[config.mk]
export PLATFORM = sky130hd
export DESIGN_NAME = qhp_host_port
export DESIGN_NICKNAME = d
export VERILOG_FILES = /design/src/design/qhp_pkg.sv /design/src/design/qhp_chan_if.sv /design/src/design/qhp_sync.sv /design/src/design/qhp_chan_status.sv /design/src/design/qhp_host_port.sv
export VERILOG_INCLUDE_DIRS = /design/src /design/src/design
export SDC_FILE = /design/constraint.sdc
export NUM_CORES = 1
export LEC_CHECK = 0
export BUFFER_PORTS_ARGS = -buffer_cell sky130_fd_sc_hd__buf_2
export CAP_MARGIN = 20
export CORE_ASPECT_RATIO = 1.75
export CORE_MARGIN = 1.5
export CORE_UTILIZATION = 50
export CTS_CLUSTER_DIAMETER = 30
export DETAILED_ROUTE_END_ITERATION = 10
export GPL_TIMING_DRIVEN = 1
export HOLD_SLACK_MARGIN = 0.06
export PLACE_DENSITY = 0.82
export SETUP_SLACK_MARGIN = 0.4
export SYNTH_ARGS = -nofsm -noshare
export SYNTH_HDL_FRONTEND = slang
export SYNTH_HIERARCHICAL = 1
export SYNTH_SLANG_ARGS = --single-unit
[constraint.sdc]
create_clock -name CLK -period 4.8 [get_ports CLK]
set_input_delay 0.96 -clock CLK [delete_from_list [all_inputs] [get_ports CLK]]
set_output_delay 0.96 -clock CLK [all_outputs]
set_load 0.01 [all_outputs]
[src/design/qhp_regs.svh]
`ifndef QHP_REGS_SVH
`define QHP_REGS_SVH

// ----------------------------------------------------------------
// register offsets on the 3-bit channel address
// ----------------------------------------------------------------
`define QHP_FCR_ADDR 3'h2
`define QHP_MCR_ADDR 3'h4
`define QHP_LSR_ADDR 3'h5
`define QHP_FIFO_READY_SUMMARY_REG_ADDR 3'h7

// ----------------------------------------------------------------
// field positions and reset values
// ----------------------------------------------------------------
`define QHP_FCR_FIFO_EN_BIT 0
`define QHP_FCR_BLOCK_BIT 3
`define QHP_MCR_IRQ_EN_BIT 3
`define QHP_MCR_XON_ANY_BIT 5
`define QHP_MCR_PRESCALE_BIT 7
`define QHP_LSR_THR_ROOM_BIT 5
`define QHP_LSR_TX_EMPTY_BIT 6
`define QHP_MCR_RESET 8'h00
`define QHP_FCR_RESET 8'h00
`define QHP_FIFO_DEPTH 7'h40

// ----------------------------------------------------------------
// timing
// ----------------------------------------------------------------
`define QHP_CLK_NS 10
`define QHP_RESET_NS 40
`define QHP_RESET_CYC ((`QHP_RESET_NS + `QHP_CLK_NS - 1) / `QHP_CLK_NS)
`define QHP_RESET_CNT_W 3
`define QHP_STRAP_DLY 2'h3
`define QHP_STRAP_LOAD 2'h1

// ----------------------------------------------------------------
// pin synchroniser width and idle pattern
// ----------------------------------------------------------------
`define QHP_SYNC_W 25
`define QHP_SYNC_INIT 25'h11FE000

`endif

[src/design/qhp_pkg.sv]
package qhp_pkg;
   typedef enum logic {QHP_RW_BUS, QHP_STROBE_BUS} qhp_bus_type;
   typedef enum {QHP_IDLE, QHP_WRITE, QHP_READ} qhp_cycle_type;
   typedef logic [6:0] qhp_level_type;
endpackage : qhp_pkg

[src/design/qhp_chan_if.sv]
`timescale 1ns/1ps
interface qhp_chan_if;
   import qhp_pkg::*;
   logic fifo_en;
   logic block_mode;
   logic rx_timeout;
   logic tx_shift_empty;
   qhp_level_type tx_count;
   qhp_level_type rx_count;
   qhp_level_type tx_trig;
   qhp_level_type rx_trig;
   logic tx_int;
   logic rx_int;
   logic tx_ready_n;
   logic rx_ready_n;
   logic lsr_room;
   logic lsr_empty;
   modport ctl (output fifo_en, block_mode, rx_timeout, tx_shift_empty, tx_count, rx_count,
      tx_trig, rx_trig, input tx_int, rx_int, tx_ready_n, rx_ready_n, lsr_room, lsr_empty);
   modport stat (input fifo_en, block_mode, rx_timeout, tx_shift_empty, tx_count, rx_count,
      tx_trig, rx_trig, output tx_int, rx_int, tx_ready_n, rx_ready_n, lsr_room, lsr_empty);
endinterface : qhp_chan_if

[src/design/qhp_sync.sv]
`timescale 1ns/1ps
module qhp_sync #(
   parameter int W = 1,
   parameter logic [W-1:0] INIT = '0
) (
   input wire logic clk,
   input wire logic rst_n,
   input wire logic [W-1:0] d,
   output logic [W-1:0] q
);
   logic [W-1:0] meta_reg;

   // ----------------------------------------------------------------
   // two flops; reset to the idle pin pattern so no false cycle appears
   // ----------------------------------------------------------------
   always_ff @(posedge clk) begin
      if (!rst_n) begin
         meta_reg <= INIT;
         q <= INIT;
      end else begin
         meta_reg <= d;
         q <= meta_reg;
      end
   end
endmodule : qhp_sync

[src/design/qhp_chan_status.sv]
`timescale 1ns/1ps
`include "qhp_regs.svh"
module qhp_chan_status
   import qhp_pkg::*;
(
   input wire logic clk,
   input wire logic rst_n,
   qhp_chan_if.stat ch
);
   logic tx_empty;
   logic rx_empty;
   logic blk;

   assign tx_empty = (ch.tx_count == '0);
   assign rx_empty = (ch.rx_count == '0);
   assign blk = ch.fifo_en && ch.block_mode;

   // ----------------------------------------------------------------
   // interrupt levels
   // ----------------------------------------------------------------
   always_ff @(posedge clk) begin
      if (!rst_n) begin
         ch.tx_int <= 1'b1;
         ch.rx_int <= 1'b0;
      end else begin
         ch.tx_int <= ch.fifo_en ? (ch.tx_count <= ch.tx_trig) : tx_empty;
         ch.rx_int <= ch.fifo_en ? (ch.rx_count >= ch.rx_trig) : !rx_empty;
      end
   end

   // ----------------------------------------------------------------
   // ready pins
   // ----------------------------------------------------------------
   always_ff @(posedge clk) begin
      if (!rst_n) begin
         ch.rx_ready_n <= 1'b1;
      end else if (blk) begin
         if (rx_empty) begin
            ch.rx_ready_n <= 1'b1;
         end else if (ch.rx_count >= ch.rx_trig || ch.rx_timeout) begin
            ch.rx_ready_n <= 1'b0;
         end
      end else begin
         ch.rx_ready_n <= rx_empty;
      end
   end

   always_ff @(posedge clk) begin
      if (!rst_n) begin
         ch.tx_ready_n <= 1'b0;
      end else begin
         ch.tx_ready_n <= blk ? (ch.tx_count == `QHP_FIFO_DEPTH) : !tx_empty;
      end
   end

   // ----------------------------------------------------------------
   // transmitter status bits
   // ----------------------------------------------------------------
   always_ff @(posedge clk) begin
      if (!rst_n) begin
         ch.lsr_room <= 1'b1;
         ch.lsr_empty <= 1'b1;
      end else begin
         ch.lsr_room <= ch.fifo_en ? (ch.tx_count < `QHP_FIFO_DEPTH) : tx_empty;
         ch.lsr_empty <= tx_empty && ch.tx_shift_empty;
      end
   end

   // ----------------------------------------------------------------
   // checks
   // ----------------------------------------------------------------
   AST_RX_BLOCK_HOLD: assert property (@(posedge clk) disable iff (!rst_n)
      (blk && !ch.rx_ready_n && !rx_empty) ##1 (blk && !rx_empty) |-> !ch.rx_ready_n)
      else $error("block mode receive ready rose before the fifo emptied");
   AST_TX_BLOCK_FULL: assert property (@(posedge clk) disable iff (!rst_n)
      (blk && ch.tx_count == `QHP_FIFO_DEPTH) |=> ch.tx_ready_n)
      else $error("block mode transmit ready low with a full fifo");
   AST_RX_SINGLE: assert property (@(posedge clk) disable iff (!rst_n)
      (ch.fifo_en && !ch.block_mode && !rx_empty) |=> !ch.rx_ready_n)
      else $error("receive ready high while the fifo holds data");
   AST_TX_INT_NOFIFO: assert property (@(posedge clk) disable iff (!rst_n)
      (!ch.fifo_en && !tx_empty) [*2] |-> !ch.tx_int)
      else $error("transmit interrupt high while the holding register is full");
endmodule : qhp_chan_status

[src/design/qhp_host_port.sv]
`timescale 1ns/1ps
`include "qhp_regs.svh"
// Function
// - modem control bit 5 lets any received character resume software-paused transmit.
// - strobe style: interrupt always driven if mode pin high, else by modem control bit 3.
// - prescaler default comes from the select pin; modem control bit 7 overrides.
// - one status register shows all four transmit and receive ready pins, registered one clock behind them.
// - one shared 8-bit data bus with 3 address lines and read/write controls.
// - host cycles are qualified by selects and strobes alone, no baud clock.
// - strobe style: high reset pulse over 40 ns resets registers and serial outputs.
// - bus-style pin high selects strobe style, low selects read/write-line style.
// - strobe style: each channel has its own low select; all high selects none.
// - writes with several selects low go to every selected channel.
// - read/write-line style: two extra address bits pick channel A to D.
// - fifo: transmit interrupt high at or below trigger, low above it.
// - no fifo: receive interrupt high when a byte is held, low otherwise.
// - fifo: receive interrupt high at or above trigger, low below it.
// - fifo control bit 3 picks single-character or block transfer mode.
// - line status bit 5 flags transmit room, bit 6 transmitter fully empty.
// - no fifo: receive ready low while a byte is held, high otherwise.
// - fifo, single mode: receive ready low while the fifo is not empty.
// - block mode: receive ready falls on trigger or timeout, rises when emptied.
// - block mode: transmit ready low while room remains, high when full.
// - read/write-line style: reset pin is active low, same 40 ns pulse.
module qhp_host_port
   import qhp_pkg::*;
(
   input wire logic CLK,
   input wire logic RSTN,
   input wire logic BUS_STYLE_SEL,
   input wire logic RESET_PIN,
   input wire logic IRQ_MODE_SELECT_IN,
   input wire logic PRESCALER_DEFAULT_SELECT_IN,
   input wire logic CHAN_A_SELECT_N,
   input wire logic CHAN_B_SELECT_N,
   input wire logic CHAN_C_SELECT_N,
   input wire logic CHAN_D_SELECT_N,
   input wire logic CS_N,
   input wire logic RW_N,
   input wire logic READ_STROBE_N,
   input wire logic WRITE_STROBE_N,
   input wire logic [1:0] ADDR_HI,
   input wire logic [2:0] ADDR,
   input wire logic [7:0] DATA_IN,
   output logic [7:0] DATA_OUT,
   output logic DATA_OE,
   output logic [3:0] IRQ_OUT,
   output logic [3:0] IRQ_OE,
   output logic [3:0] TX_READY_N,
   output logic [3:0] RX_READY_N,
   output logic [7:0] FIFO_READY_SUMMARY,
   output logic [3:0] XON_ANY_ENABLE,
   output logic [3:0] PRESCALE_DIV4,
   output logic SERIAL_RESET,
   output logic [2:0] CORE_ADDR,
   output logic [7:0] CORE_WDATA,
   output logic [3:0] CORE_WR_PULSE,
   output logic [3:0] CORE_RD_PULSE,
   input wire logic [27:0] TX_COUNT,
   input wire logic [27:0] RX_COUNT,
   input wire logic [27:0] TX_TRIG,
   input wire logic [27:0] RX_TRIG,
   input wire logic [3:0] RX_TIMEOUT,
   input wire logic [3:0] TX_SHIFT_EMPTY,
   input wire logic [31:0] CORE_RD_DATA
);
   logic [`QHP_SYNC_W-1:0] raw;
   logic [`QHP_SYNC_W-1:0] syn;
   logic style_s;
   logic rst_pin_s;
   logic irq_mode_s;
   logic pre_sel_s;
   logic [3:0] cs4_n_s;
   logic cs_n_s;
   logic rw_n_s;
   logic rd_n_s;
   logic wr_n_s;
   logic [1:0] addr_hi_s;
   logic [2:0] addr_s;
   logic [7:0] data_s;
   qhp_bus_type bus_style;
   logic strobe_bus;
   logic pin_active;
   logic pin_reset;
   logic core_rst_n;
   logic [`QHP_RESET_CNT_W-1:0] rst_cnt_reg;
   logic [1:0] strap_cnt_reg;
   logic strap_load;
   logic [3:0] sel_vec;
   logic wr_act;
   logic rd_act;
   logic commit;
   logic [1:0] rd_idx;
   qhp_cycle_type state_reg;
   logic [3:0] wr_sel_reg;
   logic [2:0] addr_reg;
   logic [7:0] wdata_reg;
   logic [1:0] rd_idx_reg;
   logic [7:0] mcr_reg [4];
   logic [7:0] fcr_reg [4];
   logic [3:0] tx_rdy_n;
   logic [3:0] rx_rdy_n;
   logic [3:0] tx_int;
   logic [3:0] rx_int;
   logic [3:0] lsr_room;
   logic [3:0] lsr_empty;
   logic [7:0] rd_mux;

   // ----------------------------------------------------------------
   // pin synchronisers
   // ----------------------------------------------------------------
   assign raw = {BUS_STYLE_SEL, RESET_PIN, IRQ_MODE_SELECT_IN, PRESCALER_DEFAULT_SELECT_IN,
      CHAN_D_SELECT_N, CHAN_C_SELECT_N, CHAN_B_SELECT_N, CHAN_A_SELECT_N, CS_N, RW_N,
      READ_STROBE_N, WRITE_STROBE_N, ADDR_HI, ADDR, DATA_IN};

   qhp_sync #(.W(`QHP_SYNC_W), .INIT(`QHP_SYNC_INIT)) u_sync (
      .clk(CLK),
      .rst_n(RSTN),
      .d(raw),
      .q(syn)
   );

   assign {style_s, rst_pin_s, irq_mode_s, pre_sel_s, cs4_n_s, cs_n_s, rw_n_s, rd_n_s,
      wr_n_s, addr_hi_s, addr_s, data_s} = syn;

   assign bus_style = style_s ? QHP_STROBE_BUS : QHP_RW_BUS;
   assign strobe_bus = (bus_style == QHP_STROBE_BUS);

   // ----------------------------------------------------------------
   // reset pin filter; polarity follows the bus style
   // ----------------------------------------------------------------
   assign pin_active = strobe_bus ? rst_pin_s : !rst_pin_s;

   always_ff @(posedge CLK) begin
      if (!RSTN) begin
         rst_cnt_reg <= '0;
      end else if (!pin_active) begin
         rst_cnt_reg <= '0;
      end else if (rst_cnt_reg != `QHP_RESET_CNT_W'(`QHP_RESET_CYC)) begin
         rst_cnt_reg <= rst_cnt_reg + `QHP_RESET_CNT_W'(1);
      end
   end

   // count holds one cycle past a pulse of exactly the minimum length
   assign pin_reset = (rst_cnt_reg == `QHP_RESET_CNT_W'(`QHP_RESET_CYC));
   assign core_rst_n = RSTN && !pin_reset;

   always_ff @(posedge CLK) begin
      if (!RSTN) begin
         SERIAL_RESET <= 1'b0;
      end else begin
         SERIAL_RESET <= pin_reset;
      end
   end

   // waits for the synchroniser to carry the real strap level
   always_ff @(posedge CLK) begin
      if (!core_rst_n) begin
         strap_cnt_reg <= `QHP_STRAP_DLY;
      end else if (strap_cnt_reg != 2'h0) begin
         strap_cnt_reg <= strap_cnt_reg - 2'h1;
      end
   end

   assign strap_load = (strap_cnt_reg == `QHP_STRAP_LOAD);

   // ----------------------------------------------------------------
   // channel decode
   // ----------------------------------------------------------------
   always_comb begin
      if (strobe_bus) begin
         sel_vec = ~cs4_n_s;
      end else if (cs_n_s) begin
         sel_vec = 4'h0;
      end else begin
         sel_vec = 4'h1 << addr_hi_s;
      end
   end

   // lowest selected channel answers; single select on reads is assumed
   always_comb begin
      rd_idx = 2'h0;
      for (int i = 3; i >= 0; i--) begin
         if (sel_vec[i]) begin
            rd_idx = 2'(i);
         end
      end
   end

   assign wr_act = strobe_bus ? (!wr_n_s && |sel_vec) : (!cs_n_s && !rw_n_s);
   assign rd_act = strobe_bus ? (!rd_n_s && wr_n_s && |sel_vec) : (!cs_n_s && rw_n_s);
   assign commit = (state_reg == QHP_WRITE) && !wr_act;

   // ----------------------------------------------------------------
   // host cycle tracking
   // ----------------------------------------------------------------
   always_ff @(posedge CLK) begin
      if (!core_rst_n) begin
         state_reg <= QHP_IDLE;
      end else begin
         unique case (state_reg)
            QHP_IDLE: begin
               if (wr_act) begin
                  state_reg <= QHP_WRITE;
               end else if (rd_act) begin
                  state_reg <= QHP_READ;
               end
            end
            QHP_WRITE: begin
               if (!wr_act) begin
                  state_reg <= QHP_IDLE;
               end
            end
            QHP_READ: begin
               if (!rd_act) begin
                  state_reg <= QHP_IDLE;
               end
            end
         endcase
      end
   end

   // latest values seen while the strobe is active are the ones committed
   always_ff @(posedge CLK) begin
      if (!core_rst_n) begin
         wr_sel_reg <= 4'h0;
         wdata_reg <= 8'h00;
      end else if (wr_act) begin
         wr_sel_reg <= sel_vec;
         wdata_reg <= data_s;
      end
   end

   always_ff @(posedge CLK) begin
      if (!core_rst_n) begin
         addr_reg <= 3'h0;
         rd_idx_reg <= 2'h0;
      end else if (wr_act || rd_act) begin
         addr_reg <= addr_s;
         rd_idx_reg <= rd_idx;
      end
   end

   always_ff @(posedge CLK) begin
      if (!core_rst_n) begin
         CORE_WR_PULSE <= 4'h0;
         CORE_RD_PULSE <= 4'h0;
      end else begin
         CORE_WR_PULSE <= commit ? wr_sel_reg : 4'h0;
         CORE_RD_PULSE <= (state_reg == QHP_READ && !rd_act) ? (4'h1 << rd_idx_reg) : 4'h0;
      end
   end

   assign CORE_ADDR = addr_reg;
   assign CORE_WDATA = wdata_reg;

   // ----------------------------------------------------------------
   // per-channel control registers and status
   // ----------------------------------------------------------------
   for (genvar gi = 0; gi < 4; gi++) begin : g_chan
      qhp_chan_if ch_if ();

      always_ff @(posedge CLK) begin
         if (!core_rst_n) begin
            mcr_reg[gi] <= `QHP_MCR_RESET;
            fcr_reg[gi] <= `QHP_FCR_RESET;
         end else if (commit && wr_sel_reg[gi]) begin
            if (addr_reg == `QHP_MCR_ADDR) begin
               mcr_reg[gi] <= wdata_reg;
            end
            if (addr_reg == `QHP_FCR_ADDR) begin
               fcr_reg[gi] <= wdata_reg;
            end
         end else if (strap_load) begin
            mcr_reg[gi][`QHP_MCR_PRESCALE_BIT] <= pre_sel_s;
         end
      end

      assign ch_if.fifo_en = fcr_reg[gi][`QHP_FCR_FIFO_EN_BIT];
      assign ch_if.block_mode = fcr_reg[gi][`QHP_FCR_BLOCK_BIT];
      assign ch_if.rx_timeout = RX_TIMEOUT[gi];
      assign ch_if.tx_shift_empty = TX_SHIFT_EMPTY[gi];
      assign ch_if.tx_count = TX_COUNT[gi*7 +: 7];
      assign ch_if.rx_count = RX_COUNT[gi*7 +: 7];
      assign ch_if.tx_trig = TX_TRIG[gi*7 +: 7];
      assign ch_if.rx_trig = RX_TRIG[gi*7 +: 7];

      qhp_chan_status u_stat (
         .clk(CLK),
         .rst_n(core_rst_n),
         .ch(ch_if)
      );

      assign tx_rdy_n[gi] = ch_if.tx_ready_n;
      assign rx_rdy_n[gi] = ch_if.rx_ready_n;
      assign tx_int[gi] = ch_if.tx_int;
      assign rx_int[gi] = ch_if.rx_int;
      assign lsr_room[gi] = ch_if.lsr_room;
      assign lsr_empty[gi] = ch_if.lsr_empty;
      assign XON_ANY_ENABLE[gi] = mcr_reg[gi][`QHP_MCR_XON_ANY_BIT];
      assign PRESCALE_DIV4[gi] = mcr_reg[gi][`QHP_MCR_PRESCALE_BIT];

      always_ff @(posedge CLK) begin
         if (!core_rst_n) begin
            IRQ_OUT[gi] <= 1'b0;
            IRQ_OE[gi] <= 1'b0;
         end else begin
            IRQ_OUT[gi] <= tx_int[gi] || rx_int[gi];
            IRQ_OE[gi] <= !strobe_bus || irq_mode_s
               || mcr_reg[gi][`QHP_MCR_IRQ_EN_BIT];
         end
      end
   end

   assign TX_READY_N = tx_rdy_n;
   assign RX_READY_N = rx_rdy_n;

   // ----------------------------------------------------------------
   // ready summary and read data
   // ----------------------------------------------------------------
   always_ff @(posedge CLK) begin
      if (!core_rst_n) begin
         FIFO_READY_SUMMARY <= 8'hF0;
      end else begin
         FIFO_READY_SUMMARY <= {rx_rdy_n, tx_rdy_n};
      end
   end

   always_comb begin
      rd_mux = CORE_RD_DATA[rd_idx*8 +: 8];
      if (addr_s == `QHP_MCR_ADDR) begin
         rd_mux = mcr_reg[rd_idx];
      end else if (addr_s == `QHP_LSR_ADDR) begin
         rd_mux[`QHP_LSR_THR_ROOM_BIT] = lsr_room[rd_idx];
         rd_mux[`QHP_LSR_TX_EMPTY_BIT] = lsr_empty[rd_idx];
      end else if (addr_s == `QHP_FIFO_READY_SUMMARY_REG_ADDR) begin
         rd_mux = FIFO_READY_SUMMARY;
      end
   end

   always_ff @(posedge CLK) begin
      if (!core_rst_n) begin
         DATA_OUT <= 8'h00;
         DATA_OE <= 1'b0;
      end else begin
         DATA_OE <= rd_act;
         if (rd_act) begin
            DATA_OUT <= rd_mux;
         end
      end
   end

   // ----------------------------------------------------------------
   // checks
   // ----------------------------------------------------------------
   AST_WR_BROADCAST: assert property (@(posedge CLK) disable iff (!core_rst_n)
      commit |=> CORE_WR_PULSE == $past(wr_sel_reg))
      else $error("write pulse does not match the selected channels");
   AST_NO_SELECT: assert property (@(posedge CLK) disable iff (!core_rst_n)
      (state_reg == QHP_IDLE && strobe_bus && cs4_n_s == 4'hF) |=> state_reg == QHP_IDLE)
      else $error("cycle started with no channel selected");
   AST_RW_DECODE: assert property (@(posedge CLK) disable iff (!core_rst_n)
      (!strobe_bus && !cs_n_s && !rw_n_s) |=> wr_sel_reg == (4'h1 << $past(addr_hi_s)))
      else $error("extra address bits decoded to the wrong channel");
   AST_IRQ_DRIVE: assert property (@(posedge CLK) disable iff (!core_rst_n)
      (strobe_bus && !irq_mode_s && mcr_reg[0][`QHP_MCR_IRQ_EN_BIT] == 1'b0) [*2]
      |-> !IRQ_OE[0])
      else $error("interrupt driven although software enable is clear");
   AST_RESET_PULSE: assert property (@(posedge CLK) disable iff (!RSTN)
      pin_active [*4] |=> ##1 SERIAL_RESET)
      else $error("minimum reset pulse did not reset the channels");
   AST_STRAP: assert property (@(posedge CLK) disable iff (!core_rst_n)
      strap_load && !commit |=> PRESCALE_DIV4 == {4{$past(pre_sel_s)}})
      else $error("prescaler default not taken from the select pin");
   AST_SUMMARY: assert property (@(posedge CLK) disable iff (!core_rst_n)
      ##1 FIFO_READY_SUMMARY == {$past(rx_rdy_n), $past(tx_rdy_n)})
      else $error("ready summary does not follow the ready pins");
   AST_READ_ENABLE: assert property (@(posedge CLK) disable iff (!core_rst_n)
      rd_act |=> DATA_OE ##0 DATA_OUT == $past(rd_mux))
      else $error("read data not driven during a read cycle");
endmodule : qhp_host_port

# Word-level counts from Yosys, hierarchy flattened

Memory sizes are Yosys's and may differ from the RTL's.
Index checks and enable logic that the tools add are counted.

Multiply operators: 0
Multiplexer cells: 104
Add/sub/neg operators: 2
Reductions and logical operators: 66
Divide/modulo/power cells: 0
Magnitude comparators: 13
Shift-type cells: 3
Equal/unequal tests: 23
Bitwise logic cells: 13

Operator list:

| operator                                              | number |
|---|---|
| two-way mux 32 bit                                    | 4 |
| case mux 32 bit (3 select lines)                      | 1 |
| two-way mux 8 bit                                     | 10 |
| two-way mux 1 bit                                     | 79 |
| == test 32 x 2 -> 1 bit, second input constant        | 2 |
| zero test 7 bit                                       | 8 |
| == test 32 x 1 -> 1 bit, second input constant        | 1 |
| == test 32 x 3 -> 1 bit, second input constant        | 1 |
| zero test 32 bit                                      | 1 |
| variable part select 32 x 6 -> 8 bit                  | 1 |
| == test 7 bit, second input constant                  | 4 |
| greater-or-equal comparator 7 bit                     | 4 |
| <= comparator 7 bit                                   | 4 |
| < comparator 7 bit, second input constant             | 4 |
| logical AND 1 bit                                     | 20 |
| zero test 1 bit                                       | 17 |
| == test 3 bit, second input constant                  | 5 |
| logical OR 1 bit                                      | 14 |
| inequality test 3 x 2 -> 1 bit, second input constant | 4 |
| bitwise OR 1 bit                                      | 12 |
| two-way mux 2 bit                                     | 5 |
| two-way mux 4 bit                                     | 2 |
| << shifter 1 x 2 -> 4 bit, first input constant       | 2 |
| inequality test 3 bit, second input constant          | 2 |
| 13 further kinds                                      | 17 |

Register bits after elaboration: 162
Bits in read-only memories: 0
Memories: 2
Bits in writable memories: 64
Output and inout bits: 61
Bits in latches: 0
Input bits: 179
Word-level logic and storage cells: 273

Memory list:

| name    | words | bits a word | read ports | clocked after Yosys merged registers in | wr ports | RTL line             | source |
|---|---|---|---|---|---|---|---|
| fcr_reg | 4     | 8           | 4          | 0                                       | 4        | qhp_host_port.sv:100 | `logic [7:0] fcr_reg [4];` |
| mcr_reg | 4     | 8           | 5          | 0                                       | 4        | qhp_host_port.sv:99  | `logic [7:0] mcr_reg [4];` |

# Longest topological paths before layout

Gate-level depths: netlist of the first run.

Depth in word-level cells: 14
Gate-level depth with buffers: 10

# By module

The synthesis of the first run kept the hierarchy.

By module, submodules not included:

| module          | instances | area each (sq um) | cells each |
|---|---|---|---|
| qhp_host_port   | 1         | 4610.7            | 452 |
| qhp_chan_status | 4         | 589.3             | 74 |
| qhp_sync        | 1         | 1341.3            | 105 |

# Worst setup path before layout of the first run

Ideal clock, no wire load.

Path type: input to register
Start: input port RSTN
End: memory fcr_reg[0][0], enable pin
Data arrival time: 2.157 ns
Buffers on the path: 2
Library setup time: 0.302 ns
Stages: 5
Path slack: 2.341 ns
Cell sequence: nand2_1 inv_1 clkbuf_1 clkbuf_1 o21ai_0

RTL lines:

| item            | RTL line             | source |
|---|---|---|
| start, declared | qhp_host_port.sv:29  | `input wire logic RSTN,` |
| end, declared   | qhp_host_port.sv:100 |  |

==> flow_metrics.env, run 1 <==
export IMPL_core_um2=16400
export IMPL_first_iter_violations=284
export IMPL_timing_hold_violations_final=0
export IMPL_fillers=1369
export IMPL_p_leak_nw=5.13
export IMPL_ys_seq_elements=172
export IMPL_worstHoldPathType="reg -> reg"
export IMPL_htree_num_levels=4
export IMPL_firstDrtPassIters=5
export IMPL_synth_flop_cell="dfxtp_1"
export IMPL_power_density_nw_per_um2=341
export IMPL_overflow=0
export IMPL_setup_tns_final_ns=0
export IMPL_dieHeight_um=174
export IMPL_tightestPinTransition_ns=1.02
export IMPL_synth_top_area_share_pct=31.8
export IMPL_min_period_ns=3.00
export IMPL_cts_repair_resized=0
export IMPL_cts_root_buf="clkbuf_16"
export IMPL_fmax_mhz=333
export IMPL_tritoncts="yes"
export IMPL_area_delta_synth_final_pct=23.2
export IMPL_ant_nets=0
export IMPL_cap_violations=0
export IMPL_dp_hpwl_um=16800
export IMPL_p_int_mw=2.64
export IMPL_wire_per_inst_um=16.1
export IMPL_arrival_ns=3.14
export IMPL_largest_reg_flops=32
export IMPL_clk_latency_ns=0.42
export IMPL_fin_util_pct=62.5
export IMPL_netlist_area_um2=8310
export IMPL_final_period_utilization_pct=62.6
export IMPL_die_area_um2=17400
export IMPL_cts_buffers=17
export IMPL_critPathCaptureType="register"
export IMPL_rows=62
export IMPL_ir_drop_mv=0.204
export IMPL_drive_gt1_share_pct=28.2
export IMPL_syn_area_per_cell_um2=9.74
export IMPL_drc_errors=0
export IMPL_gr_usage_all_layers_pct=24.9
export IMPL_grt_pass1_wl_um=33500
export IMPL_routed_via_density=5.34
export IMPL_seq_area_frac_synth_pct=46.3
export IMPL_cp_max_fo=24
export IMPL_cts_sinks=172
export IMPL_p_switching_uw=843
export IMPL_clk_pin_slew_ns=0.06
export IMPL_ys_warn_count=6
export IMPL_required_ns=4.94
export IMPL_power_frac_seq_pct=45.6
export IMPL_relSlewSlack_pct=31.1
export IMPL_cts_setup_buffers=0
export IMPL_start_util_pct=50.8
export IMPL_placement_io_buffers=239
export IMPL_status="finished clean"
export IMPL_clock_skew_ns=0.0110
export IMPL_drt_total_wl_um=21200
export IMPL_grt_antenna_before_repair=1
export IMPL_grt_max_degree=58
export IMPL_gp_congestion=0.877
export IMPL_ioPinCount=240
export IMPL_rsz0062_at_grt="false"
export IMPL_synth_largest_area_cell="dfxtp_1"
export IMPL_synth_area_top_cells="dfxtp_1 32%, edfxtp_1 14%, ha_1 9.5%"
export IMPL_synthesis_nets=1095
export IMPL_clockBufferDepth=2
export IMPL_synth_edf_count=40
export IMPL_slew_viol_final=0
export IMPL_p_clk_share_pct=42.5
export IMPL_p_comb_share_pct=11.9
export IMPL_postSynth_asyncResetShare_pct=0
export IMPL_grt_pass1_vias=7108
export IMPL_synth_distinct_cells=58
export IMPL_fin_nets=1319
export IMPL_hold_buffers=0
export IMPL_power_share_switching_pct=24.2
export IMPL_crit_path_start_kind="register"
export IMPL_die_w_um=100
export IMPL_crit_type="reg -> reg"
export IMPL_syn_inst=853
export IMPL_vias=7017
export IMPL_setup_violations_final=0
==> routing by layer <==
layer | part of all wire, % | wire length [um] | GRT usage (%)
met1 | 34 | 7290 | 23.0
met2 | 55 | 11700 | 48.9
met3 | 7.2 | 1530 | 6.73
met4 | 3.2 | 672 | 10.9
met5 | 0 | 0 | 0
==> per-stage QoR <==
stage | power, mW | cells | hold slack (ns) | worst slack [ns] | instance area (um2)
2_1_floorplan | 1.87 | 853 | 0.386 | 2.34 | 8310
3_3_place_gp | 2.02 | 1279 | 0.391 | 1.65 | 9570
3_5_place_dp | 2.03 | 1279 | 0.393 | 1.55 | 9570
4_1_cts | 3.50 | 1311 | 0.407 | 1.67 | 10200
5_1_grt | 3.61 | 1315 | 0.421 | 1.58 | 10200
6_report | 3.48 | 1315 | 0.409 | 1.80 | 10200
==> cell type report <==
cell class              instances  area [um2]  share of cell area [%]
clock buffers                  18         439                    4.29
diodes                          1        2.50                  0.0245
inverters                      83         312                    3.04
clock inverters                14         208                    2.03
flip-flops and latches        172        3840                    37.6
well taps                     224         280                    2.74
multi-input cells             557        3910                    38.2
repair buffers                246        1240                    12.2
==> final timing paths <==
path	start	end	slack (ns)	depth (start not counted)
min reg2reg	u_sync/meta_reg[16]$_SDFF_PN1_	u_sync/q[16]$_SDFF_PN1_	0.41	1
max reg2reg	u_sync/q[24]$_SDFF_PN1_	mcr_reg[1][7]$_DFFE_PP_	1.80	4
min	u_sync/meta_reg[16]$_SDFF_PN1_	u_sync/q[16]$_SDFF_PN1_	0.41	1
max	u_sync/q[24]$_SDFF_PN1_	mcr_reg[1][7]$_DFFE_PP_	1.80	4
==> cell families (layout without fill, tap and decap cells) <==
group	Yosys count	in the layout	share of synthesized area (%)
flip-flops	172	172	46.3
XOR/XNOR	3	3	0.316
multiplexers	36	36	4.44
AND/OR/NAND/NOR	290	290	18.9
other	0	1	0
buffers and inverters	124	361	6.81
AO/OA/AOI/OAI	165	165	13.8
adder cells (fa/ha/maj)	63	63	9.49
==> layout by cell type (no fill, tap or decap), types with 5 or more instances in the layout <==
master / n
clkbuf_16: 17
nand3_1: 7
nor2_1: 65
nor4_1: 5
dfxtp_1: 132
buf_2: 240
a22oi_1: 7
nor3_1: 13
o21ai_0: 36
a21oi_1: 32
nand2b_1: 27
inv_1: 83
a31oi_1: 15
and3_1: 35
mux2_2: 7
nor2b_1: 8
o21ai_1: 8
mux2i_1: 29
nand2_1: 58
o21a_1: 5
nand4_1: 9
and2_1: 35
edfxtp_1: 40
a21o_1: 20
a311oi_1: 6
ha_1: 63
a32o_1: 7
==> critical path, stage by stage, from the launching register on <==
cell and delay, ns:
dfxtp_1 0.68, o32a_2 0.61, nand3_1 0.37, o21ai_0 0.90, a21o_1 0.15
==> power by group through the flow <==
stage	combinational, mW	sequential [mW]	clock, mW
CTS	0.414	1.59	1.50
finish	0.414	1.59	1.48
floorplan	0.259	1.61	0
global route	0.465	1.59	1.55
global placement	0.400	1.62	0
detailed placement	0.411	1.62	0
==> Yosys cell counts, types with 4 or more instances <==
cell type	count
dfxtp_1	132
inv_1	83
nor2_1	65
ha_1	63
nand2_1	58
edfxtp_1	40
o21ai_0	36
and2_1	35
and3_1	35
a21oi_1	32
mux2i_1	29
nand2b_1	27
a21o_1	20
buf_4	16
a31oi_1	15
nor3_1	14
clkbuf_1	11
nand4_1	9
nor2b_1	8
o21ai_1	8
a22oi_1	7
a32o_1	7
buf_2	7
mux2_2	7
nand3_1	7
a311oi_1	6
nor4_1	5
o21a_1	5
a221o_1	4
a221oi_2	4
and3_4	4
and3b_1	4
nand4b_1	4
nor4_2	4
o221a_2	4
o221ai_1	4
or3_1	4
Power figures use the tool's default switching activity.
==> inputs of run 2 (changes only) <==
--- a/config.mk
+++ b/config.mk
@@ -10,12 +10,12 @@
 export CAP_MARGIN = 20
 export CORE_ASPECT_RATIO = 1.75
 export CORE_MARGIN = 1.5
-export CORE_UTILIZATION = 50
+export CORE_UTILIZATION = 47
 export CTS_CLUSTER_DIAMETER = 30
 export DETAILED_ROUTE_END_ITERATION = 10
 export GPL_TIMING_DRIVEN = 1
 export HOLD_SLACK_MARGIN = 0.06
-export PLACE_DENSITY = 0.82
+export PLACE_DENSITY = 0.81
 export SETUP_SLACK_MARGIN = 0.4
 export SYNTH_ARGS = -nofsm -noshare
 export SYNTH_HDL_FRONTEND = slang
==> constraint.sdc (replaced) <==
create_clock -name CLK -period 2.6 [get_ports CLK]
set_input_delay 0.52 -clock CLK [delete_from_list [all_inputs] [get_ports CLK]]
set_output_delay 0.52 -clock CLK [all_outputs]
set_load 0.01 [all_outputs]
==> run 2 against run 1 <==
  * Global-route usage decreased by 1.2 points
  * Register-to-register slack got worse by 1.3 ns
  * Die area increased by 6.2%
  * Critical endpoint is now DATA_OUT[7]$_SDFFE_PN0P_
==> flow_metrics.env, run 2 (synthesis results as in run 1) <==
export IMPL_status="finished clean"
export IMPL_p_leak_nw=5.12
export IMPL_cts_sinks=172
export IMPL_p_int_mw=4.53
export IMPL_power_density_nw_per_um2=592
export IMPL_busiest_layer="met2"
export IMPL_min_period_ns=2.11
export IMPL_grt_pass1_vias=6859
export IMPL_setup_violations_final=0
export IMPL_p_comb_share_pct=12.9
export IMPL_start_util_pct=47.8
export IMPL_whs_ns=0.276
export IMPL_drive_gt1_share_pct=29.9
export IMPL_area_delta_synth_final_pct=24.1
export IMPL_relSlewSlack_pct=63.2
export IMPL_p_switching_mw=1.58
export IMPL_dp_hpwl_um=17600
export IMPL_rows=64
export IMPL_required_ns=2.92
export IMPL_critPathCaptureType="register"
export IMPL_grt_max_degree=57
export IMPL_dp_cells=1298
export IMPL_cp_max_fo=6
export IMPL_die_w_um=104
export IMPL_fin_nets=1328
export IMPL_cts_root_buf="clkbuf_16"
export IMPL_fin_util_pct=59.3
export IMPL_clk_pin_slew_ns=0.07
export IMPL_ir_drop_mv=0.341
export IMPL_fillers=1522
export IMPL_crit_path_start_kind="register"
export IMPL_dieHeight_um=179
export IMPL_worstHoldPathType="in -> reg"
export IMPL_grt_pass1_wl_um=33700
export IMPL_rsz0062_at_grt="false"
export IMPL_r2r_start="u_sync/q[20]$_SDFF_PN1_"
export IMPL_grt_antenna_before_repair=0
export IMPL_num_antenna_cells=0
export IMPL_core_um2=17400
export IMPL_tritoncts="yes"
export IMPL_first_iter_violations=325
export IMPL_setup_tns_final_ns=0
export IMPL_grt_util_met2_pct=47.4
export IMPL_cap_violations=0
export IMPL_startpoint="u_sync/q[20]$_SDFF_PN1_"
export IMPL_timing_rr_end="DATA_OUT[7]$_SDFFE_PN0P_"
export IMPL_arrival_ns=2.43
export IMPL_overflow=0
export IMPL_fmax_mhz=474
export IMPL_htree_num_levels=4
export IMPL_clk_latency_ns=0.43
export IMPL_layout_commonest_cell="buf_2"
export IMPL_die_area_um2=18500
export IMPL_tightestPinTransition_ns=0.545
export IMPL_crit_type="reg -> reg"
export IMPL_drt_total_wl_um=22100
export IMPL_cp_endpoint="DATA_OUT[7]$_SDFFE_PN0P_"
export IMPL_slew_viol_final=0
export IMPL_r2r_slack_ns=0.49
export IMPL_power_share_switching_pct=25.8
export IMPL_drc_errors=0
export IMPL_wire_per_inst_um=16.6
export IMPL_ant_nets=0
export IMPL_firstDrtPassIters=5
export IMPL_power_frac_seq_pct=48.1
export IMPL_mostFrequentLayoutCells="239 x buf_2, 129 x dfxtp_1, 82 x inv_1, 65 x nor2_1, 63 x ha_1"
export IMPL_p_clk_share_pct=39.0
export IMPL_grtUsageMet1_pct=22.5
export IMPL_routed_via_density=5.35
export IMPL_clockBufferDepth=2
export IMPL_r2r_cells=6
export IMPL_cts_buffers=17
export IMPL_placement_io_buffers=239
export IMPL_gp_congestion=0.926
export IMPL_largest_reg_flops=32
export IMPL_gr_usage_all_layers_pct=23.7
export IMPL_timing_hold_violations_final=0
export IMPL_clock_skew_ns=0.00877
export IMPL_grtUsageMet3_pct=5.89
export IMPL_finalNonFillerCells=1330
export IMPL_vias=7120
export IMPL_final_period_utilization_pct=81.1
export IMPL_ioPinCount=240
run 2: changes by cell type in the layout (fill, tap and decap cells not counted), sizes merged:
cell	change
diode	-1
inv	-1
buf	+11
bufinv	-4
clkinv	+2
clkbuf	-2
clkinvlp	+3
run 2: worst min path at each step:
stage,startpoint,depth (start not counted),to
3_3_place_gp,u_sync/meta_reg[15]$_SDFF_PN1_,1,u_sync/q[15]$_SDFF_PN1_
4_1_cts,CHAN_D_SELECT_N,2,u_sync/meta_reg[20]$_SDFF_PN1_
6_report,CHAN_D_SELECT_N,2,u_sync/meta_reg[20]$_SDFF_PN1_
2_1_floorplan,u_sync/meta_reg[13]$_SDFF_PN1_,1,u_sync/q[13]$_SDFF_PN1_
5_1_grt,CHAN_D_SELECT_N,2,u_sync/meta_reg[20]$_SDFF_PN1_
3_5_place_dp,u_sync/meta_reg[15]$_SDFF_PN1_,1,u_sync/q[15]$_SDFF_PN1_
run 2: power groups by stage:
| stage | Combinational (mW) | Clock (mW) | Sequential (mW) |
|---|---|---|---|
| floorplan | 0.478 | 0 | 2.97 |
| global placement | 0.757 | 0 | 2.99 |
| detailed placement | 0.780 | 0 | 2.99 |
| CTS | 0.788 | 2.41 | 2.93 |
| global route | 0.884 | 2.53 | 2.94 |
| finish | 0.790 | 2.38 | 2.93 |
run 2: repair_timing:
action	CTS	global route
setup buffers	0	0
hold buffers	0	0
setup endpoints to repair	28	77
resized for setup	6	15
run 2: area by class of cell:
class                   count  area [um2]  area share [%]
inverters                  83         315            3.06
clock buffers              18         450            4.37
multi-input cells         557        3960            38.4
flip-flops and latches    172        3850            37.3
clock inverters            14         109            1.06
well taps                 231         289            2.80
repair buffers            255        1340            13.0
run 2: stage by stage:
step / power (mW) / setup slack (ns) / area [um2]
finish: 6.10 / 0.492 / 10300
global route: 6.36 / 0.404 / 10300
CTS: 6.13 / 0.365 / 10300
detailed placement: 3.77 / 0.156 / 9680
global placement: 3.75 / 0.186 / 9680
floorplan: 3.45 / 0.507 / 8310
run 2: metal layers:
metal  wire length (um)  up-vias  part of all wire, %
li1                   -     3462                    -
met1               7660     3309                   35
met2              12200      307                   55
met3               1480       42                  6.7
met4                737        0                  3.3
met5                  0        -                    0
run 2: critical path: stages, from the launching register on:
cell and delay, ns:
dfxtp_1 0.45, nand2_1 0.11, a41oi_1 0.50, o211ai_1 0.31, o221ai_1 0.29, nand2_1 0.09, a32o_1 0.25
==> inputs of run 3 (changes only) <==
--- a/config.mk
+++ b/config.mk
@@ -10,12 +10,12 @@
 export CAP_MARGIN = 20
 export CORE_ASPECT_RATIO = 1.75
 export CORE_MARGIN = 1.5
-export CORE_UTILIZATION = 47
+export CORE_UTILIZATION = 50
 export CTS_CLUSTER_DIAMETER = 30
 export DETAILED_ROUTE_END_ITERATION = 10
 export GPL_TIMING_DRIVEN = 1
 export HOLD_SLACK_MARGIN = 0.06
-export PLACE_DENSITY = 0.81
+export PLACE_DENSITY = 0.82
 export SETUP_SLACK_MARGIN = 0.4
 export SYNTH_ARGS = -nofsm -noshare
 export SYNTH_HDL_FRONTEND = slang
==> constraint.sdc (replaced) <==
create_clock -name CLK -period 2 [get_ports CLK]
set_input_delay 0.4 -clock CLK [delete_from_list [all_inputs] [get_ports CLK]]
set_output_delay 0.4 -clock CLK [all_outputs]
set_load 0.01 [all_outputs]
==> run 3 against run 2 <==
  * Hold slack worse by 0.11 ns
  * Flip-flop and latch count unchanged
  * Clock skew up 0.0037 ns
  * Final area up 11%
  * Register-to-register slack worse by 0.43 ns
  * Maximum frequency up 8.7%
  * Clock-buffer cell count up 4
==> flow_metrics.env, run 3 (synthesis results as in run 1) <==
export IMPL_setup_slack_ns=0.0608
export IMPL_dp_slack_ns=-0.0513
export IMPL_gp_congestion=0.881
export IMPL_p_comb_share_pct=14.0
export IMPL_grt_max_degree=57
export IMPL_htree_num_levels=4
export IMPL_tightestPinTransition_ns=0.569
export IMPL_drt_total_wl_um=24300
export IMPL_gr_usage_all_layers_pct=27.4
export IMPL_area_delta_synth_final_pct=38.3
export IMPL_core_um2=16400
export IMPL_crit_family="simple AND/OR/NAND/NOR gates"
export IMPL_relSlewSlack_pct=62.0
export IMPL_cts_root_buf="clkbuf_16"
export IMPL_p_leak_nw=5.51
export IMPL_stdcell_area_um2=11500
export IMPL_crit_type="reg -> reg"
export IMPL_grt_antenna_before_repair=0
export IMPL_dp_cells=1312
export IMPL_ioPinCount=240
export IMPL_fmax_mhz=516
export IMPL_vias=7502
export IMPL_cap_violations=0
export IMPL_layout_commonest_cell="buf_2"
export IMPL_worstHoldPathType="in -> reg"
export IMPL_firstDrtPassIters=5
export IMPL_drive_gt1_share_pct=39.9
export IMPL_timing_hold_violations_final=0
export IMPL_status="finished clean"
export IMPL_fin_nets=1384
export IMPL_die_area_um2=17400
export IMPL_critPathCaptureType="register"
export IMPL_fin_util_pct=70.2
export IMPL_cts_buffers=17
export IMPL_setup_violations_final=0
export IMPL_rsz0062_at_grt="true"
export IMPL_max_stage_delay_ns=0.43
export IMPL_ant_nets=0
export IMPL_hold_start="CHAN_B_SELECT_N"
export IMPL_clk_pin_slew_ns=0.07
export IMPL_first_iter_violations=287
export IMPL_p_switching_mw=2.02
export IMPL_min_period_ns=1.94
export IMPL_power_density_nw_per_um2=735
export IMPL_ir_drop_mv=0.522
export IMPL_die_w_um=100
export IMPL_start_util_pct=50.8
export IMPL_wire_per_inst_um=17.6
export IMPL_grt_pass1_wl_um=36700
export IMPL_placement_io_buffers=239
export IMPL_cts_sinks=172
export IMPL_cp_max_fo=6
export IMPL_worst_path_buf_inv=0
export IMPL_num_antenna_cells=0
export IMPL_overflow=0
export IMPL_routed_via_density=5.44
export IMPL_p_int_mw=6.43
export IMPL_clk_latency_ns=0.42
export IMPL_power_frac_seq_pct=45.2
export IMPL_crit_path_top_delay_cell="nor2_1"
export IMPL_cp_cell_sequence="nor2_1, and2_1, nand2_1, a221o_1, a21oi_1, nor3_1"
export IMPL_slew_viol_final=0
export IMPL_drc_errors=0
export IMPL_r2r_start="u_sync/q[8]$_SDFF_PN0_"
export IMPL_crit_path_start_kind="register"
export IMPL_place_area_um2=9970
export IMPL_dieHeight_um=174
export IMPL_tritoncts="yes"
export IMPL_rows=62
export IMPL_mostFrequentLayoutCells="239 x buf_2, 122 x dfxtp_1, 76 x inv_1, 61 x ha_1, 54 x nor2_1"
export IMPL_largest_reg_flops=32
export IMPL_p_clk_share_pct=40.8
export IMPL_grt_pass1_vias=7612
export IMPL_clockBufferDepth=2
export IMPL_arrival_ns=2.25
export IMPL_power_share_switching_pct=23.9
export IMPL_final_period_utilization_pct=97.0
export IMPL_dp_hpwl_um=18000
export IMPL_clock_skew_ns=0.0125
export IMPL_required_ns=2.31
export IMPL_finalNonFillerCells=1379
export IMPL_startpoint="u_sync/q[8]$_SDFF_PN0_"
run 3: changes by cell type in the layout (fill, tap and decap cells not counted), sizes merged:
cell | before | now
clkbuf | 18 | 25
buf | 255 | 307
bufbuf | 0 | 1
clkinvlp | 4 | 3
clkinv | 6 | 3
bufinv | 0 | 4
inv | 87 | 83
run 3: timing repair:
item,in CTS,in global routing
hold buffers,0,0
endpoints found under the setup margin,124,116
buffers inserted,17,13
gates resized for setup,48,98
cloned,2,3
pin swaps,11,22
run 3: routing by layer:
layer / up-vias / part of all wire [%] / GRT usage (%)
met2: 320 / 55 / 53.6
met1: 3530 / 34 / 26.1
li1: 3577 / - / -
met5: - / 0 / 0
met4: 0 / 5.0 / 15.1
met3: 75 / 5.7 / 4.19
run 3: layout make-up:
cell class / instances / area (um2)
Clock inverter: 10 / 165
Tap cell: 224 / 280
Sequential cell: 172 / 3870
Inverter: 83 / 318
Timing Repair Buffer: 311 / 1990
Fill cell: 1200 / 4880
Clock buffer: 22 / 454
Multi-Input combinational cell: 557 / 4410
run 3: path summary, 6_finish.rpt:
path | endpoint | slack (ns) | cells after the start
max | DATA_OUT[3]$_SDFFE_PN0P_ | 0.06 | 6
min | u_sync/meta_reg[18]$_SDFF_PN1_ | 0.16 | 2
max reg2reg | DATA_OUT[3]$_SDFFE_PN0P_ | 0.06 | 6
min reg2reg | u_sync/q[17]$_SDFF_PN1_ | 0.41 | 1
run 3: power groups by stage:
stage | Combinational, mW | Sequential (mW) | Clock, mW
final | 1.18 | 3.82 | 3.45
after global routing | 1.30 | 3.83 | 3.60
after CTS | 1.11 | 3.82 | 3.46
after detailed placement | 1.05 | 3.89 | 0
after global placement | 1.02 | 3.89 | 0
after floorplan | 0.643 | 3.86 | 0
run 3: stage by stage:
stage | setup TNS (ns) | total power [mW] | hold WS (ns)
finish | 0 | 8.45 | 0.163
global route | 0 | 8.74 | 0.161
CTS | 0 | 8.39 | 0.150
detailed placement | -0.111 | 4.94 | 0.394
global placement | 0 | 4.91 | 0.389
floorplan | 0 | 4.50 | 0.386
